$ cat config.mk
export PLATFORM = sky130hd
export DESIGN_NAME = frc_flash_regcmd
export DESIGN_NICKNAME = d
export VERILOG_FILES = /design/src/logic/frc_pkg.sv /design/src/logic/frc_flash_regcmd.sv /design/src/logic/frc_sync.sv
export SDC_FILE = /design/constraint.sdc
export NUM_CORES = 1
export LEC_CHECK = 0
export ABC_AREA = 1
export BUFFER_PORTS_ARGS = -buffer_cell sky130_fd_sc_hd__buf_2
export CORE_MARGIN = 3
export CORE_UTILIZATION = 59
export DETAILED_ROUTE_END_ITERATION = 10
export HOLD_SLACK_MARGIN = 0.02
export PLACE_DENSITY = 0.79
export SLEW_MARGIN = 20
export SYNTH_ARGS = -nofsm -noshare
export SYNTH_HDL_FRONTEND = slang
export SYNTH_SLANG_ARGS = --single-unit
$ cat constraint.sdc
create_clock -name clock -period 1.9 [get_ports clock]
set_input_delay 0.38 -clock clock [delete_from_list [all_inputs] [get_ports clock]]
set_output_delay 0.38 -clock clock [all_outputs]
set_load 0.01 [all_outputs]
$ cat src/logic/frc_pkg.sv
`default_nettype none
package frc_pkg;
   localparam int FRC_NUM_IF = 2;
   localparam int FRC_BANK_BITS = 2;

   localparam logic [7:0] FRC_CMD_READ_CONFIG = 8'h35;
   localparam logic [7:0] FRC_CMD_BANK_READ = 8'h16;
   localparam logic [7:0] FRC_CMD_BANK_WRITE = 8'h17;
   localparam logic [7:0] FRC_CMD_BANK_ACCESS_PREFIX = 8'hb9;
   localparam logic [7:0] FRC_CMD_WRITE_REGISTERS = 8'h01;
   localparam logic [7:0] FRC_CMD_WRITE_ENABLE = 8'h06;
   localparam logic [7:0] FRC_CMD_WRITE_DISABLE = 8'h04;

   localparam int FRC_SR_WIP_BIT = 0;
   localparam int FRC_SR_WEL_BIT = 1;
   localparam int FRC_SR_EERR_BIT = 5;
   localparam int FRC_SR_PERR_BIT = 6;
   localparam int FRC_SR_STATUS_WRITE_DISABLE_BIT_BIT = 7;
   localparam int FRC_CR_QUAD_BIT = 1;
   localparam int FRC_BAR_EXT_BIT = 7;

   // Bits of status register one that a register write may change
   localparam logic [7:0] FRC_SR_WRITE_MASK = 8'h9c;
   localparam logic [7:0] FRC_SR_RESET = 8'h00;
   localparam logic [7:0] FRC_CR_RESET = 8'h00;
   localparam logic [7:0] FRC_BAR_RESET = 8'h00;

   localparam int FRC_CLOCK_HZ = 25_000_000;
   localparam int FRC_CLOCK_PERIOD_NS = 1_000_000_000 / FRC_CLOCK_HZ;
   localparam int FRC_UPDATE_TIME_NS = 4000;
   localparam int FRC_UPDATE_CYCLES =
      (FRC_UPDATE_TIME_NS + FRC_CLOCK_PERIOD_NS - 1) / FRC_CLOCK_PERIOD_NS;

   typedef enum logic [3:0] {
      FRC_PH_CMD = 4'h0,
      FRC_PH_READ_CFG = 4'h1,
      FRC_PH_READ_BANK = 4'h2,
      FRC_PH_WRITE_REGS = 4'h3,
      FRC_PH_WRITE_BANK = 4'h4,
      FRC_PH_WRITE_ENABLE = 4'h5,
      FRC_PH_WRITE_DISABLE = 4'h6,
      FRC_PH_BANK_ACCESS = 4'h7,
      FRC_PH_OTHER = 4'h8
   } frc_phase_type;
endpackage
`default_nettype wire

$ cat src/logic/frc_flash_regcmd.sv
`timescale 1ns/100ps
`default_nettype none
module frc_flash_regcmd
   import frc_pkg::*;
#(
   parameter int UPDATE_CYCLES = FRC_UPDATE_CYCLES
) (
   input wire logic clock,
   input wire logic rst_n,
   input wire logic cs_n,
   input wire logic sck,
   input wire logic lane_zero,
   input wire logic lane_four,
   input wire logic update_fail,
   output logic lane_one,
   output logic lane_one_oe,
   output logic lane_five,
   output logic lane_five_oe,
   output logic [7:0] status_one,
   output logic [7:0] status_two,
   output logic [7:0] config_one,
   output logic [7:0] config_two,
   output logic [7:0] bank_one,
   output logic [7:0] bank_two,
   output logic [FRC_BANK_BITS-1:0] addr_high_one,
   output logic [FRC_BANK_BITS-1:0] addr_high_two,
   output logic ext_addr_one,
   output logic ext_addr_two
);
   localparam logic [15:0] UPD_LAST = 16'(UPDATE_CYCLES - 1);

   typedef struct packed {
      logic sck_prev;
      logic cs_prev;
      frc_phase_type phase;
      logic [2:0] bit_idx;
      logic [2:0] byte_cnt;
      logic [FRC_NUM_IF-1:0][7:0] in_sr;
      logic [FRC_NUM_IF-1:0][7:0] first_byte;
      logic [FRC_NUM_IF-1:0][7:0] second_byte;
      logic [FRC_NUM_IF-1:0][7:0] status;
      logic [FRC_NUM_IF-1:0][7:0] cfg;
      logic [FRC_NUM_IF-1:0][7:0] bank;
      logic [FRC_NUM_IF-1:0][7:0] pend_status;
      logic [FRC_NUM_IF-1:0][7:0] pend_cfg;
      logic [FRC_NUM_IF-1:0] pend_cfg_en;
      logic [FRC_NUM_IF-1:0] updating;
      logic [15:0] upd_cnt;
      logic bank_window;
      logic [FRC_NUM_IF-1:0][7:0] out_sr;
      logic out_en;
   } frc_state_type;

   frc_state_type q, d;

   logic [3:0] sync_out;
   logic cs_s, sck_s;
   logic [FRC_NUM_IF-1:0] din;
   logic sck_rise, sck_fall, cs_fall, cs_rise;
   logic upd_done, at8, at16, at24, data_byte_in;

   function automatic frc_phase_type frc_decode(input logic [7:0] cmd);
      case (cmd)
         FRC_CMD_READ_CONFIG: return FRC_PH_READ_CFG;
         FRC_CMD_BANK_READ: return FRC_PH_READ_BANK;
         FRC_CMD_BANK_WRITE: return FRC_PH_WRITE_BANK;
         FRC_CMD_BANK_ACCESS_PREFIX: return FRC_PH_BANK_ACCESS;
         FRC_CMD_WRITE_REGISTERS: return FRC_PH_WRITE_REGS;
         FRC_CMD_WRITE_ENABLE: return FRC_PH_WRITE_ENABLE;
         FRC_CMD_WRITE_DISABLE: return FRC_PH_WRITE_DISABLE;
         default: return FRC_PH_OTHER;
      endcase
   endfunction

   // True when the frame ended exactly on a byte boundary after want bytes
   function automatic logic frc_exact(input logic [2:0] bytes, input logic [2:0] bits,
                                      input logic [2:0] want);
      return (bits == 3'h0) && (bytes == want);
   endfunction

   frc_sync #(
      .WIDTH(4),
      .RESET_VALUE(4'h1)
   ) u_sync (
      .clock(clock),
      .rst_n(rst_n),
      .din({lane_four, lane_zero, sck, cs_n}),
      .dout(sync_out)
   );

   assign cs_s = sync_out[0];
   assign sck_s = sync_out[1];
   assign din = sync_out[3:2];
   assign sck_rise = sck_s && !q.sck_prev;
   assign sck_fall = !sck_s && q.sck_prev;
   assign cs_fall = !cs_s && q.cs_prev;
   assign cs_rise = cs_s && !q.cs_prev;
   assign upd_done = (|q.updating) && (q.upd_cnt == UPD_LAST);
   assign at8 = frc_exact(q.byte_cnt, q.bit_idx, 3'h1);
   assign at16 = frc_exact(q.byte_cnt, q.bit_idx, 3'h2);
   assign at24 = frc_exact(q.byte_cnt, q.bit_idx, 3'h3);
   assign data_byte_in = q.byte_cnt >= 3'h2;

   always_comb begin
      d = q;
      d.sck_prev = sck_s;
      d.cs_prev = cs_s;

      if (|q.updating) begin
         d.upd_cnt = q.upd_cnt + 16'h0001;
      end
      // update completes, busy and latch drop
      if (upd_done) begin
         d.upd_cnt = '0;
         d.updating = '0;
         for (int i = 0; i < FRC_NUM_IF; i++) begin
            if (q.updating[i]) begin
               if (update_fail) begin
                  d.status[i][FRC_SR_PERR_BIT] = 1'b1;
               end else begin
                  d.status[i] = (q.status[i] & ~FRC_SR_WRITE_MASK) |
                                (q.pend_status[i] & FRC_SR_WRITE_MASK);
                  if (q.pend_cfg_en[i]) begin
                     d.cfg[i] = q.pend_cfg[i];
                  end
               end
               d.status[i][FRC_SR_WIP_BIT] = 1'b0;
               d.status[i][FRC_SR_WEL_BIT] = 1'b0;
            end
         end
      end

      if (cs_fall) begin
         d.phase = FRC_PH_CMD;
         d.bit_idx = 3'h0;
         d.byte_cnt = 3'h0;
      end else if (!cs_s && sck_rise) begin
         d.bit_idx = q.bit_idx + 3'h1;
         // each interface shifts its own input lane
         for (int i = 0; i < FRC_NUM_IF; i++) begin
            d.in_sr[i] = {q.in_sr[i][6:0], din[i]};
         end
         if (q.bit_idx == 3'h7) begin
            if (q.byte_cnt != 3'h7) begin
               d.byte_cnt = q.byte_cnt + 3'h1;
            end
            // decode takes no notice of busy state
            if (q.phase == FRC_PH_CMD) begin
               d.phase = frc_decode({q.in_sr[0][6:0], din[0]});
            end
            // data taken from lanes zero and four
            for (int i = 0; i < FRC_NUM_IF; i++) begin
               if (q.byte_cnt == 3'h1) begin
                  d.first_byte[i] = {q.in_sr[i][6:0], din[i]};
               end else if (q.byte_cnt == 3'h2) begin
                  d.second_byte[i] = {q.in_sr[i][6:0], din[i]};
               end
            end
         end
      end

      // output changes on falling edge, msb first
      if (!cs_s && sck_fall &&
          (q.phase == FRC_PH_READ_CFG || q.phase == FRC_PH_READ_BANK)) begin
         d.out_en = 1'b1;
         for (int i = 0; i < FRC_NUM_IF; i++) begin
            if (q.bit_idx == 3'h0) begin
               d.out_sr[i] = (q.phase == FRC_PH_READ_CFG) ? q.cfg[i] : q.bank[i];
            end else begin
               d.out_sr[i] = {q.out_sr[i][6:0], 1'b0};
            end
         end
      end
      if (cs_s) begin
         d.out_en = 1'b0;
      end

      if (cs_rise) begin
         // window opens only on prefix, else closes
         d.bank_window = (q.phase == FRC_PH_BANK_ACCESS) && at8;
         unique case (q.phase)
            FRC_PH_WRITE_ENABLE: begin
               if (at8) begin
                  for (int i = 0; i < FRC_NUM_IF; i++) begin
                     d.status[i][FRC_SR_WEL_BIT] = 1'b1;
                  end
               end
            end
            FRC_PH_WRITE_DISABLE: begin
               for (int i = 0; i < FRC_NUM_IF; i++) begin
                  if (at8 && !q.status[i][FRC_SR_WIP_BIT]) begin
                     d.status[i][FRC_SR_WEL_BIT] = 1'b0;
                  end
               end
            end
            FRC_PH_WRITE_BANK: begin
               // whole byte, no latch, flags untouched
               if (data_byte_in) begin
                  d.bank = q.first_byte;
               end
            end
            FRC_PH_WRITE_REGS: begin
               if (q.bank_window) begin
                  // low bank bits only, no latch needed
                  if (data_byte_in) begin
                     for (int i = 0; i < FRC_NUM_IF; i++) begin
                        d.bank[i][FRC_BANK_BITS-1:0] = q.first_byte[i][FRC_BANK_BITS-1:0];
                     end
                  end
               end else begin
                  for (int i = 0; i < FRC_NUM_IF; i++) begin
                     // start update on legal length with latch
                     if ((at16 || at24) && q.status[i][FRC_SR_WEL_BIT] &&
                         !q.status[i][FRC_SR_WIP_BIT]) begin
                        d.pend_status[i] = q.first_byte[i];
                        d.pend_cfg[i] = q.second_byte[i];
                        d.pend_cfg_en[i] = at24;
                        d.updating[i] = 1'b1;
                        d.status[i][FRC_SR_WIP_BIT] = 1'b1;
                        d.upd_cnt = '0;
                     end
                  end
               end
            end
            FRC_PH_CMD, FRC_PH_READ_CFG, FRC_PH_READ_BANK, FRC_PH_BANK_ACCESS,
            FRC_PH_OTHER: begin
            end
         endcase
      end
   end

   always_ff @(posedge clock) begin
      if (!rst_n) begin
         q <= '0;
         q.cs_prev <= 1'b1;
         q.status <= {FRC_NUM_IF{FRC_SR_RESET}};
         q.cfg <= {FRC_NUM_IF{FRC_CR_RESET}};
         q.bank <= {FRC_NUM_IF{FRC_BAR_RESET}};
      end else begin
         q <= d;
      end
   end

   assign lane_one = q.out_sr[0][7];
   assign lane_five = q.out_sr[1][7];
   assign lane_one_oe = q.out_en;
   assign lane_five_oe = q.out_en;
   assign status_one = q.status[0];
   assign status_two = q.status[1];
   assign config_one = q.cfg[0];
   assign config_two = q.cfg[1];
   assign bank_one = q.bank[0];
   assign bank_two = q.bank[1];
   assign ext_addr_one = q.bank[0][FRC_BAR_EXT_BIT];
   assign ext_addr_two = q.bank[1][FRC_BAR_EXT_BIT];
   // bank bits feed high address in three-byte mode
   assign addr_high_one = ext_addr_one ? '0 : q.bank[0][FRC_BANK_BITS-1:0];
   assign addr_high_two = ext_addr_two ? '0 : q.bank[1][FRC_BANK_BITS-1:0];
endmodule
`default_nettype wire

$ cat src/logic/frc_sync.sv
`timescale 1ns/100ps
`default_nettype none
module frc_sync #(
   parameter int WIDTH = 1,
   parameter logic [WIDTH-1:0] RESET_VALUE = '0
) (
   input wire logic clock,
   input wire logic rst_n,
   input wire logic [WIDTH-1:0] din,
   output logic [WIDTH-1:0] dout
);
   typedef struct packed {
      logic [WIDTH-1:0] stage1;
      logic [WIDTH-1:0] stage2;
   } frc_sync_state_type;

   frc_sync_state_type q;
   frc_sync_state_type d;

   always_comb begin
      d = q;
      d.stage1 = din;
      d.stage2 = q.stage1;
   end

   always_ff @(posedge clock) begin
      if (!rst_n) begin
         q.stage1 <= RESET_VALUE;
         q.stage2 <= RESET_VALUE;
      end else begin
         q <= d;
      end
   end

   assign dout = q.stage2;
endmodule
`default_nettype wire

==> flow_summary.yaml <==
hold_path:
  number_of_cells_on_the_worst_hold_path: 3
  worstHoldPathType: "input port to flop"
  hold_path_startpoint: "lane_zero"
  min_delay_worst_endpoint: "u_sync.d[2]"
worst_setup_path:
  r2r_cells: 9
  critical_path.cell_chain: "ha_1, ha_1, inv_1, nand2_1, nand4_1, nor2_4, buf_6, o21ai_0, nor2_1"
  critical_path.reg2reg.startpoint: "q[167]"
  endpoint_kind: "flop"
  worst-endpoint-arrival_ns: 2.11
  worst-endpoint-required_ns: 2.26
  critical_path.startpoint_type: "flop"
  cp_num_buf_inv: 2
  timing.critical_path.fanout_max: 14
  slowest_stage: "dfxtp_1"
  cp_most_frequent_cell: "ha_1"
  worst_setup_path_category: "flop to flop"
  worst_r2r_endpoint: "q[46]"
  worst-path-stages: 9
  max_stage_delay_ns: 0.37
  timing.critical_path.max_delay_family: "simple AND/OR/NAND/NOR gates"
  r2r_slack_ns: 0.15
power_and_ir_drop:
  power.leakage_nw: 3.49
  power_density_mw_per_mm2: 887
  irDropWorstVdd_v: 0.000605
detailed_routing:
  routed_via_density: 5.50
  dr.pass1.iters: 6
  m1WireLength_mm: 8.00
  top_layer_used: "met4"
  routed_length_per_instance_um: 14.7
  dr_wl_met2_mm: 7.85
  wl_mm: 17.6
  remaining_design_rule_violation_count: 0
  num_vias: 6568
  detail-route-antenna-nets: 0
  total_length_of_routed_met3_wires_mm: 1.28
  drt_iter0_markers: 896
yosys:
  post_synth.cell_area_avg_um2: 7.57
  synthDominantAreaCellType: "dfxtp_1"
  yosys.area.top_type_share_pct: 45.9
  synth-warning-count: 0
  synth-seq-area-share_pct: 45.9
  yosys-top-cells-area: "dfxtp_1 (46%), a21oi_1 (10%), o21ai_0 (8.2%), nand2_1 (5.8%), nor2_1 (5.4%)"
  synthesized_instance_count: 1004
  number_of_storage_elements_in_the_synthesis_netlist: 174
  synthDistinctLibCells: 33
  synthesis.area_mm2: 0.00760
place:
  port-buffer-count: 62
  dpl.cell_count: 1162
  gp_routability_congestion: 0.916
  post-dp-hpwl_mm: 12.2
  pre_cts_ws_ns: 0.145
sta:
  hold_viol_final: 0
  rsz0062_at_grt: "false"
  timing.final.ws_setup_ns: 0.150
  finalSetupViolations: 0
  clock-skew-final_ns: 0.00696
  finalCritPeriodShare_pct: 92.1
  slew_headroom_pct: 63.2
  timing.final.crit_period_ns: 1.75
  worst-slew-pin-transition_ns: 0.552
  clock.fmax_ghz: 0.571
  count_of_pins_over_their_slew_limit: 0
  setup_tns_ns: 0
floorplanning:
  dieHeight_um: 119
  die_w_um: 119
  coreArea_mm2: 0.0123
  fp_rows: 40
  ioPinCount: 65
  initial_utilization_pct: 61.7
  fp.dieArea_mm2: 0.0143
run_status:
  outcome: "completed"
global_routing:
  grt_pass1_wl_mm: 29.1
  antenna_found_initial: 0
  grt_overflow_total: 0
  grt_pass1_vias: 5913
  groute.usage.overall_pct: 25.3
  maximum_number_of_pins_on_one_net_before_global_route_repair: 77
flow_run:
  cap_violations: 0
clock_network:
  clock_network_latency_to_the_later_pin_of_the_worst_skew_pair_ns: 0.43
  path_clk_slew_ns: 0.07
  clk_path_buf_depth: 2
  h-tree-depth: 4
  root_buffer: "clkbuf_16"
  numCtsBuffers: 17
  clock_sinks: 174
  clock_tree_from_tritoncts: "built"
finish:
  layout.nets: 1030
  final_layout_size_suffix_gt1_share_pct: 14.2
  antenna_cells: 0
  final-instance-count-excl-fill: 1194
  area_growth_syn_to_layout_pct: 10.0
  post-route-util_pct: 67.9
-- how the worst max path moves through the flow --
stage | to | start
3_3_place_gp | q[31] | q[166]
4_1_cts | q[28] | q[166]
3_5_place_dp | q[28] | q[166]
6_report | q[46] | q[167]
5_1_grt | q[19] | q[166]
2_1_floorplan | q[28] | q[166]
-- flip-flops by register name, summed over array words and instances (netlist names) --
signal        flops
q               117
status_one        7
config_two        8
bank_two          8
u_sync.d          4
bank_one          8
status_two        7
u_sync.dout       4
lane_five_oe      1
lane_one          1
lane_five         1
config_one        8
-- tightest hold or removal path, cell delays in order --
cell and delay, ns:
buf_2 0.07, nand2_1 0.04, inv_1 0.04
-- cell type report --
class | instances | area (um^2)
clock buffer | 18 | 429
clock inverter | 13 | 191
fill | 1057 | 3960
inverter | 100 | 375
multi-input combinational | 637 | 3170
sequential | 174 | 3480
tap | 168 | 210
timing repair buffer | 84 | 495
-- report_power, final --
group	switching (mW)	internal (mW)	leakage, nW	total [mW]
Combinational	0.0870	0.0331	1.79	0.120
Sequential	0.00685	3.66	1.40	3.66
Clock	1.43	2.20	0.293	3.63
Total	1.52	5.89	3.49	7.41
-- cell families (layout without fill, tap and decap cells) --
logic type,after synthesis,count (layout),synth area share [%]
XOR/XNOR,10,10,1.15
buffers and inverters,194,215,12.6
AND/OR/NAND/NOR,330,330,19.9
flip-flops,174,174,45.9
AO/OA/AOI/OAI,286,286,19.0
adder cells (fa/ha/maj),9,9,1.48
other,1,2,0.0494
-- placed cells by master, fill, tap and decap left out, types with 4 or more instances in the layout --
cell and instances:
a21oi_1 154, xor2_1 9, nor3_1 11, clkinv_4 4
nor2_1 110, nand3_1 43, buf_2 62, inv_1 95
dfxtp_1 173, bufinv_16 4, buf_4 19, nor2_2 6
nand2_1 118, clkbuf_16 17, o21ai_0 125, nand4_1 21
inv_2 5, ha_1 9, nor2_4 7
-- metal layers --
| metal | GRT usage (%) | vias to the layer above |
|---|---|---|
| met1 | 35.4 | 3006 |
| met5 | 0 | - |
| li1 | - | 3281 |
| met4 | 9.52 | 0 |
| met3 | 5.65 | 40 |
| met2 | 38.3 | 241 |
-- what timing repair did --
action | 4_1_cts | 5_1_grt
resized for setup | 0 | 4
buffers inserted | 0 | 1
hold buffers | 0 | 0
setup endpoints to repair | 0 | 33
-- through the flow --
| step | hold WS, ns | total power [mW] | instance area [um^2] |
|---|---|---|---|
| after floorplan | 0.390 | 3.83 | 7600 |
| after global placement | 0.394 | 3.86 | 7710 |
| after detailed placement | 0.397 | 3.86 | 7710 |
| after CTS | 0.120 | 7.45 | 8330 |
| after global routing | 0.136 | 7.64 | 8360 |
| final | 0.130 | 7.41 | 8360 |
-- synthesized netlist by cell type --
library cell,n
nor2_4,7
nor2_1,110
o211ai_1,1
nor4_4,1
xor2_1,9
nand3b_1,1
inv_1,95
clkbuf_2,1
nor2_2,6
nor3_2,3
nor3_1,11
nand2_1,118
buf_2,17
nand4_1,21
nand3_2,4
nand3_1,43
dfxtp_1,174
and3_1,1
a21oi_2,1
xnor2_1,1
a21oi_1,154
inv_2,5
ha_1,9
nand2_2,1
buf_4,54
o22ai_1,2
o21ai_1,3
clkbuf_1,19
buf_1,3
or2_2,2
conb_1,1
nand3_4,1
o21ai_0,125
Power figures use the tool's default switching activity.
